===== src/pkg/fpsc_pkg.sv =====
`default_nettype none
package fpsc_pkg;
    localparam int NUM_CH   = 3;
    localparam int ADDR_W   = 12;
    localparam int DATA_W   = 32;
    localparam int STRB_W   = 4;
    localparam int BYTE_W   = 8;
    localparam int WORD_SHIFT = 2;

    // Span/rate register indices; byte address is index times four
    localparam logic [7:0] IDX_REMOTE1 = 8'h5F;
    localparam logic [7:0] IDX_LOCAL   = 8'h60;
    localparam logic [7:0] IDX_REMOTE2 = 8'h61;
    localparam logic [7:0] SPAN_IDX [NUM_CH] = '{IDX_REMOTE1, IDX_LOCAL, IDX_REMOTE2};

    localparam logic [ADDR_W-1:0] ADDR_LIM_BASE = 12'h190;
    localparam logic [ADDR_W-1:0] ADDR_CTRL     = 12'h1A0;
    localparam logic [ADDR_W-1:0] ADDR_STATUS   = 12'h1A4;
    localparam logic [ADDR_W-1:0] ADDR_MASK     = 12'h1A8;

    // Span/rate register layout
    localparam logic [7:0] SPAN_RESET = 8'hC4;
    localparam int RATE_LSB  = 0;
    localparam int RATE_W    = 3;
    localparam int DRIVE_BIT = 3;
    localparam int SLOPE_LSB = 4;
    localparam int SLOPE_W   = 4;

    // Control register layout
    localparam int CTRL_W           = 5;
    localparam int CTRL_LOCK_BIT    = 0;
    localparam int CTRL_PINFUNC_BIT = 1;
    localparam int CTRL_FLIP_LSB    = 2;
    localparam logic [CTRL_W-1:0] CTRL_RESET = 5'h02;

    // Limit register layout: low byte start temperature, high byte overtemp limit
    localparam int LIM_W        = 16;
    localparam int TMIN_LSB     = 0;
    localparam int OTLIM_LSB    = 8;
    localparam logic [LIM_W-1:0] LIM_RESET = 16'h643C;

    // Status and mask layout
    localparam int NUM_EV     = 4;
    localparam int EV_PIN_BIT = 3;

    localparam int TEMP_FRAC = 2;
    localparam int TEMP_W    = BYTE_W + TEMP_FRAC;
    localparam int DUTY_W    = 8;
    localparam logic [DUTY_W-1:0] DUTY_FULL = 8'hFF;
    localparam int STEP_W    = 16;
    localparam int MON_W     = 24;

    localparam longint CLK_HZ_DEF       = 25_000_000;
    localparam longint MON_CYCLE_US_DEF = 100_000;
    localparam longint US_PER_S         = 1_000_000;

    // PWM rates in hundredths of a hertz, one period has PWM_STEPS steps
    localparam longint CHZ_PER_HZ = 100;
    localparam longint PWM_STEPS  = 256;
    localparam longint RATE_CHZ [8] = '{1100, 1470, 2210, 2940, 3530, 4410, 5880, 8820};

    // Duty per quarter degree, scaled by 2^RECIP_FRAC; spans held in twelfths of a degree
    localparam int RECIP_W    = 13;
    localparam int RECIP_FRAC = 8;
    localparam int DUTY_SCALE = 255 * 256 * 12 / 4;
    localparam logic [RECIP_W-1:0] SLOPE_RECIP [16] = '{
        13'(DUTY_SCALE / 24),  13'(DUTY_SCALE / 30),  13'(DUTY_SCALE / 40),
        13'(DUTY_SCALE / 48),  13'(DUTY_SCALE / 60),  13'(DUTY_SCALE / 80),
        13'(DUTY_SCALE / 96),  13'(DUTY_SCALE / 120), 13'(DUTY_SCALE / 160),
        13'(DUTY_SCALE / 192), 13'(DUTY_SCALE / 240), 13'(DUTY_SCALE / 320),
        13'(DUTY_SCALE / 384), 13'(DUTY_SCALE / 480), 13'(DUTY_SCALE / 640),
        13'(DUTY_SCALE / 960)};

    function automatic logic [ADDR_W-1:0] spanAddr(input int ch);
        return ADDR_W'(SPAN_IDX[ch]) << WORD_SHIFT;
    endfunction

    function automatic logic [ADDR_W-1:0] limAddr(input int ch);
        return ADDR_LIM_BASE + (ADDR_W'(ch) << WORD_SHIFT);
    endfunction

    function automatic logic [DATA_W-1:0] wrMerge(input logic [DATA_W-1:0] old,
                                                  input logic [DATA_W-1:0] wd,
                                                  input logic [STRB_W-1:0] strb);
        logic [DATA_W-1:0] res;
        res = old;
        for (int b = 0; b < STRB_W; b++) begin
            if (strb[b]) begin
                res[b*BYTE_W +: BYTE_W] = wd[b*BYTE_W +: BYTE_W];
            end
        end
        return res;
    endfunction

    function automatic logic [STEP_W-1:0] stepFor(input longint clkHz, input int code);
        longint n;
        n = (clkHz * CHZ_PER_HZ) / (RATE_CHZ[code] * PWM_STEPS);
        if (n < 1) begin
            n = 1;
        end
        return STEP_W'(n);
    endfunction

    function automatic logic [DUTY_W-1:0] dutyCalc(input logic [TEMP_W-1:0] temp,
                                                   input logic [BYTE_W-1:0] tmin,
                                                   input logic [SLOPE_W-1:0] slope);
        logic [TEMP_W-1:0]           base;
        logic [TEMP_W-1:0]           delta;
        logic [TEMP_W+RECIP_W-1:0]   prod;
        logic [TEMP_W+RECIP_W-RECIP_FRAC-1:0] scaled;
        base   = {tmin, {TEMP_FRAC{1'b0}}};
        delta  = (temp > base) ? temp - base : '0;
        prod   = (TEMP_W+RECIP_W)'(delta) * (TEMP_W+RECIP_W)'(SLOPE_RECIP[slope]);
        scaled = prod[TEMP_W+RECIP_W-1:RECIP_FRAC];
        return (scaled > DUTY_FULL) ? DUTY_FULL : scaled[DUTY_W-1:0];
    endfunction
endpackage
`default_nettype wire


===== src/pkg/fpsc_chan_if.sv =====
`timescale 1ns/1ps
`default_nettype none
interface fpsc_chan_if;
    import fpsc_pkg::*;
    logic [TEMP_W-1:0] temp;
    logic [BYTE_W-1:0] otLimit;
    logic [RATE_W-1:0] rate;
    logic [DUTY_W-1:0] duty;
    logic              flip;
    logic              otActive;
    logic              pwm;

    modport ctl    (output temp, output otLimit, output rate, output duty, output flip,
                    input otActive, input pwm);
    modport pwmGen (input rate, input duty, input flip, output pwm);
    modport otMon  (input temp, input otLimit, output otActive);
endinterface
`default_nettype wire


===== src/fpsc_ot_mon.sv =====
`timescale 1ns/1ps
`default_nettype none
module fpsc_ot_mon #(
    parameter logic [fpsc_pkg::MON_W-1:0] MON_CYCLES = 24'h00_0001
) (
    input wire logic          clk,
    input wire logic          rst,
    fpsc_chan_if.otMon        ch
);
    import fpsc_pkg::*;

    logic             active_r;
    logic [MON_W-1:0] hold_r;

    wire [TEMP_W-1:0] limQ  = {ch.otLimit, {TEMP_FRAC{1'b0}}};
    // One quarter degree above the limit is the first code strictly greater
    wire              above = ch.temp > limQ;

    always_ff @(posedge clk or posedge rst) begin
        if (rst) begin
            active_r <= 1'b0;
            hold_r   <= '0;
        end else if (!active_r) begin
            if (above) begin
                active_r <= 1'b1;
                hold_r   <= MON_CYCLES - MON_W'(1);
            end
        end else if (hold_r != '0) begin
            hold_r <= hold_r - MON_W'(1);
        end else if (!above) begin
            active_r <= 1'b0;
        end
    end

    assign ch.otActive = active_r;
endmodule
`default_nettype wire


===== src/fpsc_pwm_gen.sv =====
`timescale 1ns/1ps
`default_nettype none
module fpsc_pwm_gen #(
    parameter longint CLK_HZ = fpsc_pkg::CLK_HZ_DEF
) (
    input wire logic          clk,
    input wire logic          rst,
    fpsc_chan_if.pwmGen       ch
);
    import fpsc_pkg::*;

    logic [STEP_W-1:0] stepTab [8];
    logic [STEP_W-1:0] preCnt_r;
    logic [DUTY_W-1:0] phase_r;
    logic              out_r;

    // Table folds to constants; only the select is hardware
    for (genvar k = 0; k < 8; k++) begin : g_rate
        assign stepTab[k] = stepFor(CLK_HZ, k);
    end

    wire [STEP_W-1:0] stepLen  = stepTab[ch.rate];
    wire              stepTick = (preCnt_r >= stepLen - STEP_W'(1));
    // Full duty is a steady level, not a one-step gap
    wire              level    = (ch.duty == DUTY_FULL) | (phase_r < ch.duty);

    always_ff @(posedge clk or posedge rst) begin
        if (rst) begin
            preCnt_r <= '0;
            phase_r  <= '0;
            out_r    <= 1'b0;
        end else begin
            preCnt_r <= stepTick ? '0 : preCnt_r + STEP_W'(1);
            if (stepTick) begin
                phase_r <= phase_r + DUTY_W'(1);
            end
            out_r <= level ^ ch.flip;
        end
    end

    assign ch.pwm = out_r;
endmodule
`default_nettype wire


===== src/fpsc_top.sv =====
// Added by the designer: the APB slave port.
`timescale 1ns/1ps
`default_nettype none
module fpsc_top #(
    parameter longint CLK_HZ       = fpsc_pkg::CLK_HZ_DEF,
    parameter longint MON_CYCLE_US = fpsc_pkg::MON_CYCLE_US_DEF
) (
    input  wire logic                          clk,
    input  wire logic                          rst,
    input  wire logic                          psel,
    input  wire logic                          penable,
    input  wire logic                          pwrite,
    input  wire logic [fpsc_pkg::ADDR_W-1:0]   paddr,
    input  wire logic [fpsc_pkg::DATA_W-1:0]   pwdata,
    input  wire logic [fpsc_pkg::STRB_W-1:0]   pstrb,
    output logic      [fpsc_pkg::DATA_W-1:0]   prdata,
    output logic                               pready,
    output logic                               pslverr,
    input  wire logic [fpsc_pkg::TEMP_W-1:0]   tempRemote1,
    input  wire logic [fpsc_pkg::TEMP_W-1:0]   tempLocal,
    input  wire logic [fpsc_pkg::TEMP_W-1:0]   tempRemote2,
    input  wire logic                          overtempPinIn,
    output logic                               overtempPinOut,
    output logic                               overtempPinOe,
    output logic                               pwmOut1,
    output logic                               pwmOut2,
    output logic                               pwmOut3,
    output logic                               irq
);
    import fpsc_pkg::*;

    localparam longint MON_RAW = (CLK_HZ * MON_CYCLE_US) / US_PER_S;
    localparam logic [MON_W-1:0] MON_CYCLES = (MON_RAW < 1) ? MON_W'(1) : MON_W'(MON_RAW);

    // Register state
    logic [BYTE_W-1:0] spanCfg_r  [NUM_CH];
    logic [BYTE_W-1:0] spanCfg_nxt[NUM_CH];
    logic [LIM_W-1:0]  lim_r      [NUM_CH];
    logic [LIM_W-1:0]  lim_nxt    [NUM_CH];
    logic [CTRL_W-1:0] ctrl_r;
    logic [CTRL_W-1:0] ctrl_nxt;
    logic [NUM_EV-1:0] status_r;
    logic [NUM_EV-1:0] status_nxt;
    logic [NUM_EV-1:0] mask_r;
    logic [NUM_EV-1:0] mask_nxt;
    logic [DATA_W-1:0] prdata_r;
    logic [NUM_CH-1:0] otPrev_r;
    logic              pinPrev_r;
    logic              pinOe_r;

    fpsc_chan_if chIf [NUM_CH] ();

    logic [TEMP_W-1:0] tempArr  [NUM_CH];
    logic [NUM_CH-1:0] otActive;
    logic [NUM_CH-1:0] pwmRaw;
    logic [NUM_CH-1:0] driveEn;
    logic [NUM_CH-1:0] selSpan;
    logic [NUM_CH-1:0] selLim;
    logic [DATA_W-1:0] rdAcc    [NUM_CH+1];

    assign tempArr[0] = tempRemote1;
    assign tempArr[1] = tempLocal;
    assign tempArr[2] = tempRemote2;

    // Bus decode
    wire setupRd  = psel & ~penable & ~pwrite;
    wire access   = psel & penable;
    wire wrEn     = access & pwrite;
    wire selCtrl  = (paddr == ADDR_CTRL);
    wire selStat  = (paddr == ADDR_STATUS);
    wire selMask  = (paddr == ADDR_MASK);
    wire hit      = (|selSpan) | (|selLim) | selCtrl | selStat | selMask;
    wire locked   = ctrl_r[CTRL_LOCK_BIT];
    wire pinFunc  = ctrl_r[CTRL_PINFUNC_BIT];

    wire [DATA_W-1:0] ctrlMerged = wrMerge(DATA_W'(ctrl_r), pwdata, pstrb);
    wire [DATA_W-1:0] maskMerged = wrMerge(DATA_W'(mask_r), pwdata, pstrb);
    wire [DATA_W-1:0] w1cWord    = wrMerge('0, pwdata, pstrb);

    for (genvar g = 0; g < NUM_CH; g++) begin : g_ch
        wire [DATA_W-1:0] spanMerged = wrMerge(DATA_W'(spanCfg_r[g]), pwdata, pstrb);
        wire [DATA_W-1:0] limMerged  = wrMerge(DATA_W'(lim_r[g]), pwdata, pstrb);

        assign selSpan[g] = (paddr == spanAddr(g));
        assign selLim[g]  = (paddr == limAddr(g));

        // A locked span write falls through as if it were never there; limit writes still land
        assign spanCfg_nxt[g] = (wrEn & selSpan[g] & ~locked)
                              ? spanMerged[BYTE_W-1:0] : spanCfg_r[g];
        assign lim_nxt[g]     = (wrEn & selLim[g]) ? limMerged[LIM_W-1:0] : lim_r[g];

        assign rdAcc[g+1] = rdAcc[g]
                          | (selSpan[g] ? DATA_W'(spanCfg_r[g]) : '0)
                          | (selLim[g]  ? DATA_W'(lim_r[g])     : '0);

        assign driveEn[g] = spanCfg_r[g][DRIVE_BIT];
        assign chIf[g].temp    = tempArr[g];
        assign chIf[g].otLimit = lim_r[g][OTLIM_LSB +: BYTE_W];
        assign chIf[g].rate    = spanCfg_r[g][RATE_LSB +: RATE_W];
        assign chIf[g].duty    = dutyCalc(tempArr[g],
                                          lim_r[g][TMIN_LSB +: BYTE_W],
                                          spanCfg_r[g][SLOPE_LSB +: SLOPE_W]);
        assign chIf[g].flip    = ctrl_r[CTRL_FLIP_LSB + g];
        assign otActive[g]     = chIf[g].otActive;
        assign pwmRaw[g]       = chIf[g].pwm;

        fpsc_pwm_gen #(
            .CLK_HZ     (CLK_HZ)
        ) u_pwm (
            .clk        (clk),
            .rst        (rst),
            .ch         (chIf[g])
        );

        fpsc_ot_mon #(
            .MON_CYCLES (MON_CYCLES)
        ) u_ot (
            .clk        (clk),
            .rst        (rst),
            .ch         (chIf[g])
        );
    end

    assign rdAcc[0] = '0;
    wire [DATA_W-1:0] rdMux = rdAcc[NUM_CH]
                            | (selCtrl ? DATA_W'(ctrl_r)   : '0)
                            | (selStat ? DATA_W'(status_r) : '0)
                            | (selMask ? DATA_W'(mask_r)   : '0);

    // Lock only ever sets; clearing it takes a reset
    wire [CTRL_W-1:0] ctrlWr = ctrlMerged[CTRL_W-1:0];
    assign ctrl_nxt = (wrEn & selCtrl)
                    ? (ctrlWr | (CTRL_W'(locked) << CTRL_LOCK_BIT))
                    : ctrl_r;
    assign mask_nxt = (wrEn & selMask) ? maskMerged[NUM_EV-1:0] : mask_r;

    // Events: channel overtemp entry, and the pin pulled low from outside
    wire              drivingAny = |(otActive & driveEn);
    wire [NUM_CH-1:0] otRise     = otActive & ~otPrev_r;
    wire              pinFall    = pinFunc & ~pinOe_r & pinPrev_r & ~overtempPinIn;
    wire [NUM_EV-1:0] events     = {pinFall, otRise};
    wire [NUM_EV-1:0] w1c        = (wrEn & selStat) ? w1cWord[NUM_EV-1:0] : '0;
    // Set beats clear so an event in the clearing cycle survives
    assign status_nxt = (status_r & ~w1c) | events;

    always_ff @(posedge clk or posedge rst) begin
        if (rst) begin
            for (int i = 0; i < NUM_CH; i++) begin
                spanCfg_r[i] <= SPAN_RESET;
                lim_r[i]     <= LIM_RESET;
            end
        end else begin
            spanCfg_r <= spanCfg_nxt;
            lim_r     <= lim_nxt;
        end
    end

    always_ff @(posedge clk or posedge rst) begin
        if (rst) begin
            ctrl_r   <= CTRL_RESET;
            status_r <= '0;
            mask_r   <= '0;
        end else begin
            ctrl_r   <= ctrl_nxt;
            status_r <= status_nxt;
            mask_r   <= mask_nxt;
        end
    end

    // Read data is captured in setup so it is stable through the access phase
    always_ff @(posedge clk or posedge rst) begin
        if (rst) begin
            prdata_r <= '0;
        end else if (setupRd) begin
            prdata_r <= rdMux;
        end
    end

    always_ff @(posedge clk or posedge rst) begin
        if (rst) begin
            otPrev_r  <= '0;
            pinPrev_r <= 1'b1;
            pinOe_r   <= 1'b0;
        end else begin
            otPrev_r  <= otActive;
            pinPrev_r <= overtempPinIn;
            // Channels without drive enable never pull the pin
            pinOe_r   <= pinFunc & drivingAny;
        end
    end

    assign prdata         = prdata_r;
    assign pready         = 1'b1;
    assign pslverr        = access & ~hit;
    assign overtempPinOut = 1'b0;
    assign overtempPinOe  = pinOe_r;
    assign pwmOut1        = pwmRaw[0];
    assign pwmOut2        = pwmRaw[1];
    assign pwmOut3        = pwmRaw[2];
    assign irq            = |(status_r & mask_r);
endmodule
`default_nettype wire


===== config.mk =====
export PLATFORM = sky130hd
export DESIGN_NAME = fpsc_top
export DESIGN_NICKNAME = d
export VERILOG_FILES = /design/src/pkg/fpsc_pkg.sv /design/src/pkg/fpsc_chan_if.sv /design/src/fpsc_ot_mon.sv /design/src/fpsc_pwm_gen.sv /design/src/fpsc_top.sv
export SDC_FILE = /design/constraint.sdc
export NUM_CORES = 2
export LEC_CHECK = 0
export ABC_AREA = 0
export BUFFER_PORTS_ARGS = -buffer_cell sky130_fd_sc_hd__buf_4
export CAP_MARGIN = 15
export CORE_UTILIZATION = 45
export CTS_CLUSTER_SIZE = 25
export DETAILED_ROUTE_END_ITERATION = 8
export GPL_TIMING_DRIVEN = 0
export PLACE_DENSITY = 0.69
export SYNTH_ARGS = -nofsm -noshare
export SYNTH_HDL_FRONTEND = slang
export SYNTH_SLANG_ARGS = --single-unit

===== constraint.sdc =====
create_clock -name clk -period 9.6 [get_ports clk]
set_input_delay 0.96 -clock clk [delete_from_list [all_inputs] [get_ports clk]]
set_output_delay 0.96 -clock clk [all_outputs]
set_load 0.02 [all_outputs]

* Word-level counts from Yosys, hierarchy flattened
Memory sizes are Yosys's and may differ from the RTL's.
Index checks and enable logic that the tools add are counted.
** Word-level totals
- Register bits :: 272
- Bits in latches :: 0
- Memory bits (writable) :: 0
- ROM bits :: 1008
- Output and inout bits :: 40
- Memories :: 6
** Operators by class
- $add $sub $neg :: 15
- Multipliers :: 3
- Div/mod/pow operators :: 0
- Order comparisons :: 21
- Equal/unequal tests :: 15
- Shift-type cells :: 0
- Muxes and demuxes :: 51
- Bitwise logic cells :: 59
- Reduce and logical (&&, ||, !) cells :: 23
** Memory list
- (name not given) :: words 16, bits a word 13, rd ports 1, clocked after memory_dff 0, write ports 0, line fpsc_pkg.sv:113 : prod = (TEMP_W+RECIP_W)'(delta) * (TEMP_W+RECIP_W)'(SLOPE_RECIP[slope]);
- (name not given) :: words 16, bits a word 13, rd ports 1, clocked after memory_dff 0, write ports 0, line fpsc_pkg.sv:113
- (name not given) :: words 16, bits a word 13, rd ports 1, clocked after memory_dff 0, write ports 0, line fpsc_pkg.sv:113
- (name not given) :: words 8, bits a word 16, rd ports 1, clocked after memory_dff 0, write ports 0, line fpsc_pwm_gen.sv:22 : wire [STEP_W-1:0] stepLen = stepTab[ch.rate];
- (name not given) :: words 8, bits a word 16, rd ports 1, clocked after memory_dff 0, write ports 0, line fpsc_pwm_gen.sv:22
- (name not given) :: words 8, bits a word 16, rd ports 1, clocked after memory_dff 0, write ports 0, line fpsc_pwm_gen.sv:22
** Operator list (count)
- two-way mux 24 bit :: 9
- two-way mux 16 bit :: 12
- equality test 12 x 9 -> 1 bit (second input constant) :: 9
- two-way mux 13 bit :: 6
- nonzero test 24 bit :: 3
- subtractor 24 x 1 -> 24 bit (second input constant) :: 3
- multiplier 10 x 13 -> 23 bit :: 3
- greater-than comparator 10 bit :: 6
- adder 16 x 1 -> 16 bit (second input constant) :: 3
- greater-or-equal comparator 16 bit :: 3
- two-way mux 8 bit :: 6
- subtractor 16 x 1 -> 16 bit (second input constant) :: 3
- greater-than comparator 15 x 8 -> 1 bit (second input constant) :: 3
- bitwise OR 16 bit :: 2
- bitwise OR 16 x 4 -> 16 bit :: 2
- bitwise OR 16 x 8 -> 16 bit :: 2
- two-way mux 10 bit :: 3
- subtractor 10 bit :: 3
- AND reduction 2 bit :: 13
- adder 8 x 1 -> 8 bit (second input constant) :: 3
- equality test 8 bit (second input constant) :: 3
- < comparator 8 bit :: 3
- bitwise AND 1 bit :: 21
- two-way mux 4 bit :: 4
- 21 further kinds :: 59

* Longest topological paths before layout
- Word-level depth :: 10
- Depth in mapped cells :: 42
- Depth with buffers taken out :: 39

* Hierarchy
Synthesis repeated with hierarchy kept, for this count alone.
** Unflattened totals
- Cell total of the unflattened synthesis :: 3448
- Area total of the unflattened synthesis :: 30022.5 sq um
** By module, submodules not included
- fpsc_top :: times used 1, cells an instance 2251, area an instance 18949.4 sq um, seq. area each 2692.6 sq um
- fpsc_pwm_gen :: times used 3, cells an instance 199, area an instance 1859.3 sq um, seq. area each 625.6 sq um
- fpsc_ot_mon :: times used 3, cells an instance 200, area an instance 1831.8 sq um, seq. area each 625.6 sq um

* Worst setup path before layout
No wires, ideal clock.
- Path type :: input-to-reg
- From :: input port tempRemote1[2] (netlist name)
- To :: register g_ch[0].u_pwm.out_r
- Library setup time :: 80 ps
- Arrival :: 9388 ps
- Slack :: 132 ps
- Stages :: 41
- Buffers on the path :: 3
- Cell sequence :: inv_1 ha_1 fa_1 nand2b_1 a21boi_0 o21ai_0 nand2_1 o41a_1 clkbuf_1 nor2b_1 clkbuf_1 nand2_1 fa_1 inv_1 fa_1 inv_1 fa_1 inv_1 [... 5 more ...] and3_1 and3_1 a21boi_1 o41a_1 o211ai_1 o211a_1 o2111ai_1 or2_1 clkbuf_1 nor2_1 ha_1 nor2_1 and4_1 o31ai_1 a21oi_1 o21a_1 nor4_1 xnor2_1
** Between the ends
- Word-level cells in the longest chain between the ends :: 8
- Elaborated cells between the ends (all ways) :: 10
** RTL lines
- start, declared :: line fpsc_top.sv:19 : input wire logic [fpsc_pkg::TEMP_W-1:0] tempRemote1,
- subtractor 10 bit / greater-than comparator 10 bit (equally long branches) :: line fpsc_pkg.sv:112 : delta = (temp > base) ? temp - base : '0;
- two-way mux 10 bit * :: line fpsc_pkg.sv:112
- multiplier 10 x 13 -> 23 bit * :: line fpsc_pkg.sv:113
- greater-than comparator 15 x 8 -> 1 bit :: line fpsc_pkg.sv:115 : return (scaled > DUTY_FULL) ? DUTY_FULL : scaled[DUTY_W-1:0];
- two-way mux 8 bit * :: line fpsc_pkg.sv:115
- < comparator 8 bit / equality test 8 bit (equally long branches) :: line fpsc_pwm_gen.sv:25 : wire level = (ch.duty == DUTY_FULL) | (phase_r < ch.duty);
- bitwise OR 1 bit * :: line fpsc_pwm_gen.sv:25
- bitwise XOR 1 bit * :: line fpsc_pwm_gen.sv:37 : out_r <= level ^ ch.flip;
- end signal, assigned :: line fpsc_pwm_gen.sv:37
- end, declared :: line fpsc_pwm_gen.sv:15 : logic out_r;
Every way passes the cells marked *; elsewhere a longest branch is shown, timed or not.
A chain may end at the register's enable or synchronous reset.

* Worst setup path after layout
- From :: input port tempLocal[2] (netlist name)
- To :: register g_ch[1].u_pwm.out_r
** Between the ends
- Word-level cells in the longest chain between the ends :: 8
- Elaborated cells between the ends (all ways) :: 10
** RTL lines
- start, declared :: line fpsc_top.sv:20 : input wire logic [fpsc_pkg::TEMP_W-1:0] tempLocal,
- subtractor 10 bit / greater-than comparator 10 bit (equally long branches) :: line fpsc_pkg.sv:112
- two-way mux 10 bit * :: line fpsc_pkg.sv:112
- multiplier 10 x 13 -> 23 bit * :: line fpsc_pkg.sv:113
- greater-than comparator 15 x 8 -> 1 bit :: line fpsc_pkg.sv:115
- two-way mux 8 bit * :: line fpsc_pkg.sv:115
- < comparator 8 bit / equality test 8 bit (equally long branches) :: line fpsc_pwm_gen.sv:25
- bitwise OR 1 bit * :: line fpsc_pwm_gen.sv:25
- bitwise XOR 1 bit * :: line fpsc_pwm_gen.sv:37
- end signal, assigned :: line fpsc_pwm_gen.sv:37
- end, declared :: line fpsc_pwm_gen.sv:15
Marked as above.

==> run metrics <==
port bufs 83; Iteration-0 DRC Markers between 1500 and 2000; Startpoint Class primary input; run status finished, final reports clean; CTS clk-pin slew, worst paths ~0.060 ns; post-synth top area share between 20% and 30%; final worst slack 0.377 ns; clock root cell clkbuf_16; cell mode on critical path fa_1; P_leak between 15 and 20 nW; Crit path largest cell delay 0.55 ns; Max-Cap Viols 0; synth unique cells a little under 90; Yosys warnings 0; total power about 4.6 mW; largest family of logic cells by synthesized area adder cells; clk sinks around 260; Clock Latency Late Sink around 0.60 ns; final number of hold-violating endpoints 0; ANT nets after route 0; Synth area leaders dfrtp_1 (20%), fa_1 (17%), ha_1 (14%), nor2_1 (5.8%), inv_1 (4.8%); Synth Cell Area about 28000 µm²; XOR/XNOR Fraction of Synth Area under 10%; pwr dens roughly 150 nW/µm²; Post-synth EDFFs 0; most area-hungry cell type in the Yosys netlist dfrtp_1; Slew Limit Fails 0; global-route wire length before repair approximately 120000 µm; most frequent cells in the layout nor2_1 (421), inv_1 (357), ha_1 (317); CP Class primary input to register; worst slack, placed -1.44 ns; Post-Syn Instances about 3100; Tmin final 9.22 ns; Synth Area in Compound Gates between 10 and 15%; CTS Buffer Depth 3; drt drc 0; TritonRoute pass-1 iters 6; Setup-failing EPs final 0; reg2reg start lim_r[16]; Seq cells post-synth between 200 and 300; maximum VDD drop between 150 and 200 µV; CTS tree yes; initial antenna violation count 7; CP arrival 9.71 ns; grt ovf 0; max frequency approximately 110 MHz; worst-path fanout max 10; Die Y-Extent ~250 µm; pin count of the biggest net entering global routing about 120; WP data required 10.09 ns; total CTS buffers 31; fin crit share a little over nine tenths; Final Util between 50% and 60%; Placer Congestion 0.916; simple-gate share of the synthesized area between 10% and 20%; core footprint 60700 µm²; vias in the first global route between 20000 and 25000; IO Count between 100 and 150; HP Class primary input to asynchronous set/reset pin; Layout area overhead 12.0%; clock skew roughly 0.010 ns; routed len/inst roughly 17 µm; Initial Util roughly 46%; Hold Buf Count CTS 0; Adder-Cell Fraction of Synth Area a little under a third; Seq/Total Area, Yosys a little under a quarter; H-tree depth 1; die area between 60000 and 70000 µm²; Post-synth ARST share 100%; share of cells above drive strength 1 11.3%; post-synthesis area per instance between 8 and 9 µm²; DR vias 22500; NumNets Final about 4000; Setup crit start tempLocal[2]; post-DR vias/cell 5.48; wirelength, routed between 70000 and 80000 µm; placement row count 90; crit end category register; GRT Overall Usage around 23%; commonest non-fill, non-tap cell in the layout nor2_1; DP HPWL 56600 µm; Slew headroom approximately 28%; worst-margin pin slew roughly 1.1 ns; Critical-path top delay cell fa_1; mux contribution to synthesized area approximately 2.5%; Die X 251 µm; top_reg_cell synth dfrtp_1
-- where the power goes --
| part | switching (mW) | internal, mW | total (mW) |
|---|---|---|---|
| sequential | 0.107 | 1.17 | 1.27 |
| combinational | 1.14 | 0.906 | 2.04 |
| clock | 0.495 | 0.779 | 1.27 |
| total | 1.74 | 2.85 | 4.59 |
-- cells by family after synthesis --
logic type / after synthesis
simple gates: 1139
other cells: 2
compound gates: 505
xor+xnor: 170
flops: 256
buf+inv: 456
mux: 62
fa+ha+maj: 552
-- worst paths after layout --
check / endpoint / slack, ns / cells after the start
setup / recovery: g_ch[1].u_pwm.ch.pwm / 0.38 / 34
setup reg to reg: g_ch[1].u_pwm.ch.pwm / 0.43 / 32
max in group asynchronous: g_ch[1].u_pwm.phase_r[0] / 7.89 / 4
hold reg to reg: status_r[1] / 0.42 / 1
min in group clk: status_r[1] / 0.42 / 1
hold / removal: g_ch[0].u_pwm.phase_r[7] / 0.28 / 2
-- area by class of cell --
type                            count  area, µm²
Buffer                             89        427
Clock buffer                       41        833
Antenna cell                        4       10.0
Clock inverter                     17        275
Inverter                          360       1360
Multi-Input combinational cell   2449      19900
Timing Repair Buffer              112        876
Fill cell                        5586      29500
Sequential cell                   256       6450
Tap cell                          782        978
-- repair_timing --
item / CTS / global route
pin swaps: 2 / 16
resized for setup: 31 / 54
buffers inserted: 4 / 18
setup endpoints to repair: 3 / 3
-- registers in the layout, indices dropped and copies added, names as in the netlist, 5 cells and up --
name,cells
chIf.otLimit,24
spanCfg_r,12
g_ch.u_ot.hold_r,72
lim_r,24
chIf.rate,9
g_ch.u_pwm.phase_r,24
g_ch.u_pwm.preCnt_r,48
prdata,16
ctrl_r,5
-- cells in the mapped netlist (41+ instances only) --
cell	count
clkbuf_1	67
xnor2_1	102
ha_1	318
fa_1	234
mux2_2	55
inv_1	358
nand2_1	276
nor2_1	426
nand3_1	84
xor2_1	68
nor3_1	71
dfrtp_1	224
o21ai_0	125
a21o_1	55
a21oi_1	110
nor2b_1	41
-- worst max-delay path: cells and delay by family --
kind	cells	cell delay, ns
adders and majority gates	9	3.78
xor gates and xnor gates	1	0.19
AOI/OAI and AO/OA	8	2.29
and+or+nand+nor	10	1.95
buffers and inverters	6	0.52
-- through the flow --
| stage | area [µm²] | std cells | hold slack [ns] | TNS [ns] |
|---|---|---|---|---|
| 2_1_floorplan | 27900 | 3161 | 0.373 | 0 |
| 3_3_place_gp | 29500 | 4026 | 0.400 | -336.66 |
| 3_5_place_dp | 29600 | 4032 | 0.410 | -4.14 |
| 4_1_cts | 30800 | 4089 | 0.264 | 0 |
| 5_1_grt | 31100 | 4108 | 0.263 | -0.00621 |
| 6_report | 31100 | 4110 | 0.281 | 0 |
-- metal layers --
layer / wire (µm) / track usage [%] / vias up
met5: 56 / 0 / -
met4: 2160 / 7.26 / 8
met3: 4200 / 3.63 / 124
met2: 32100 / 36.8 / 580
met1: 32000 / 31.5 / 10900
li1: - / - / 10900
(Power assumes the default switching activity.)
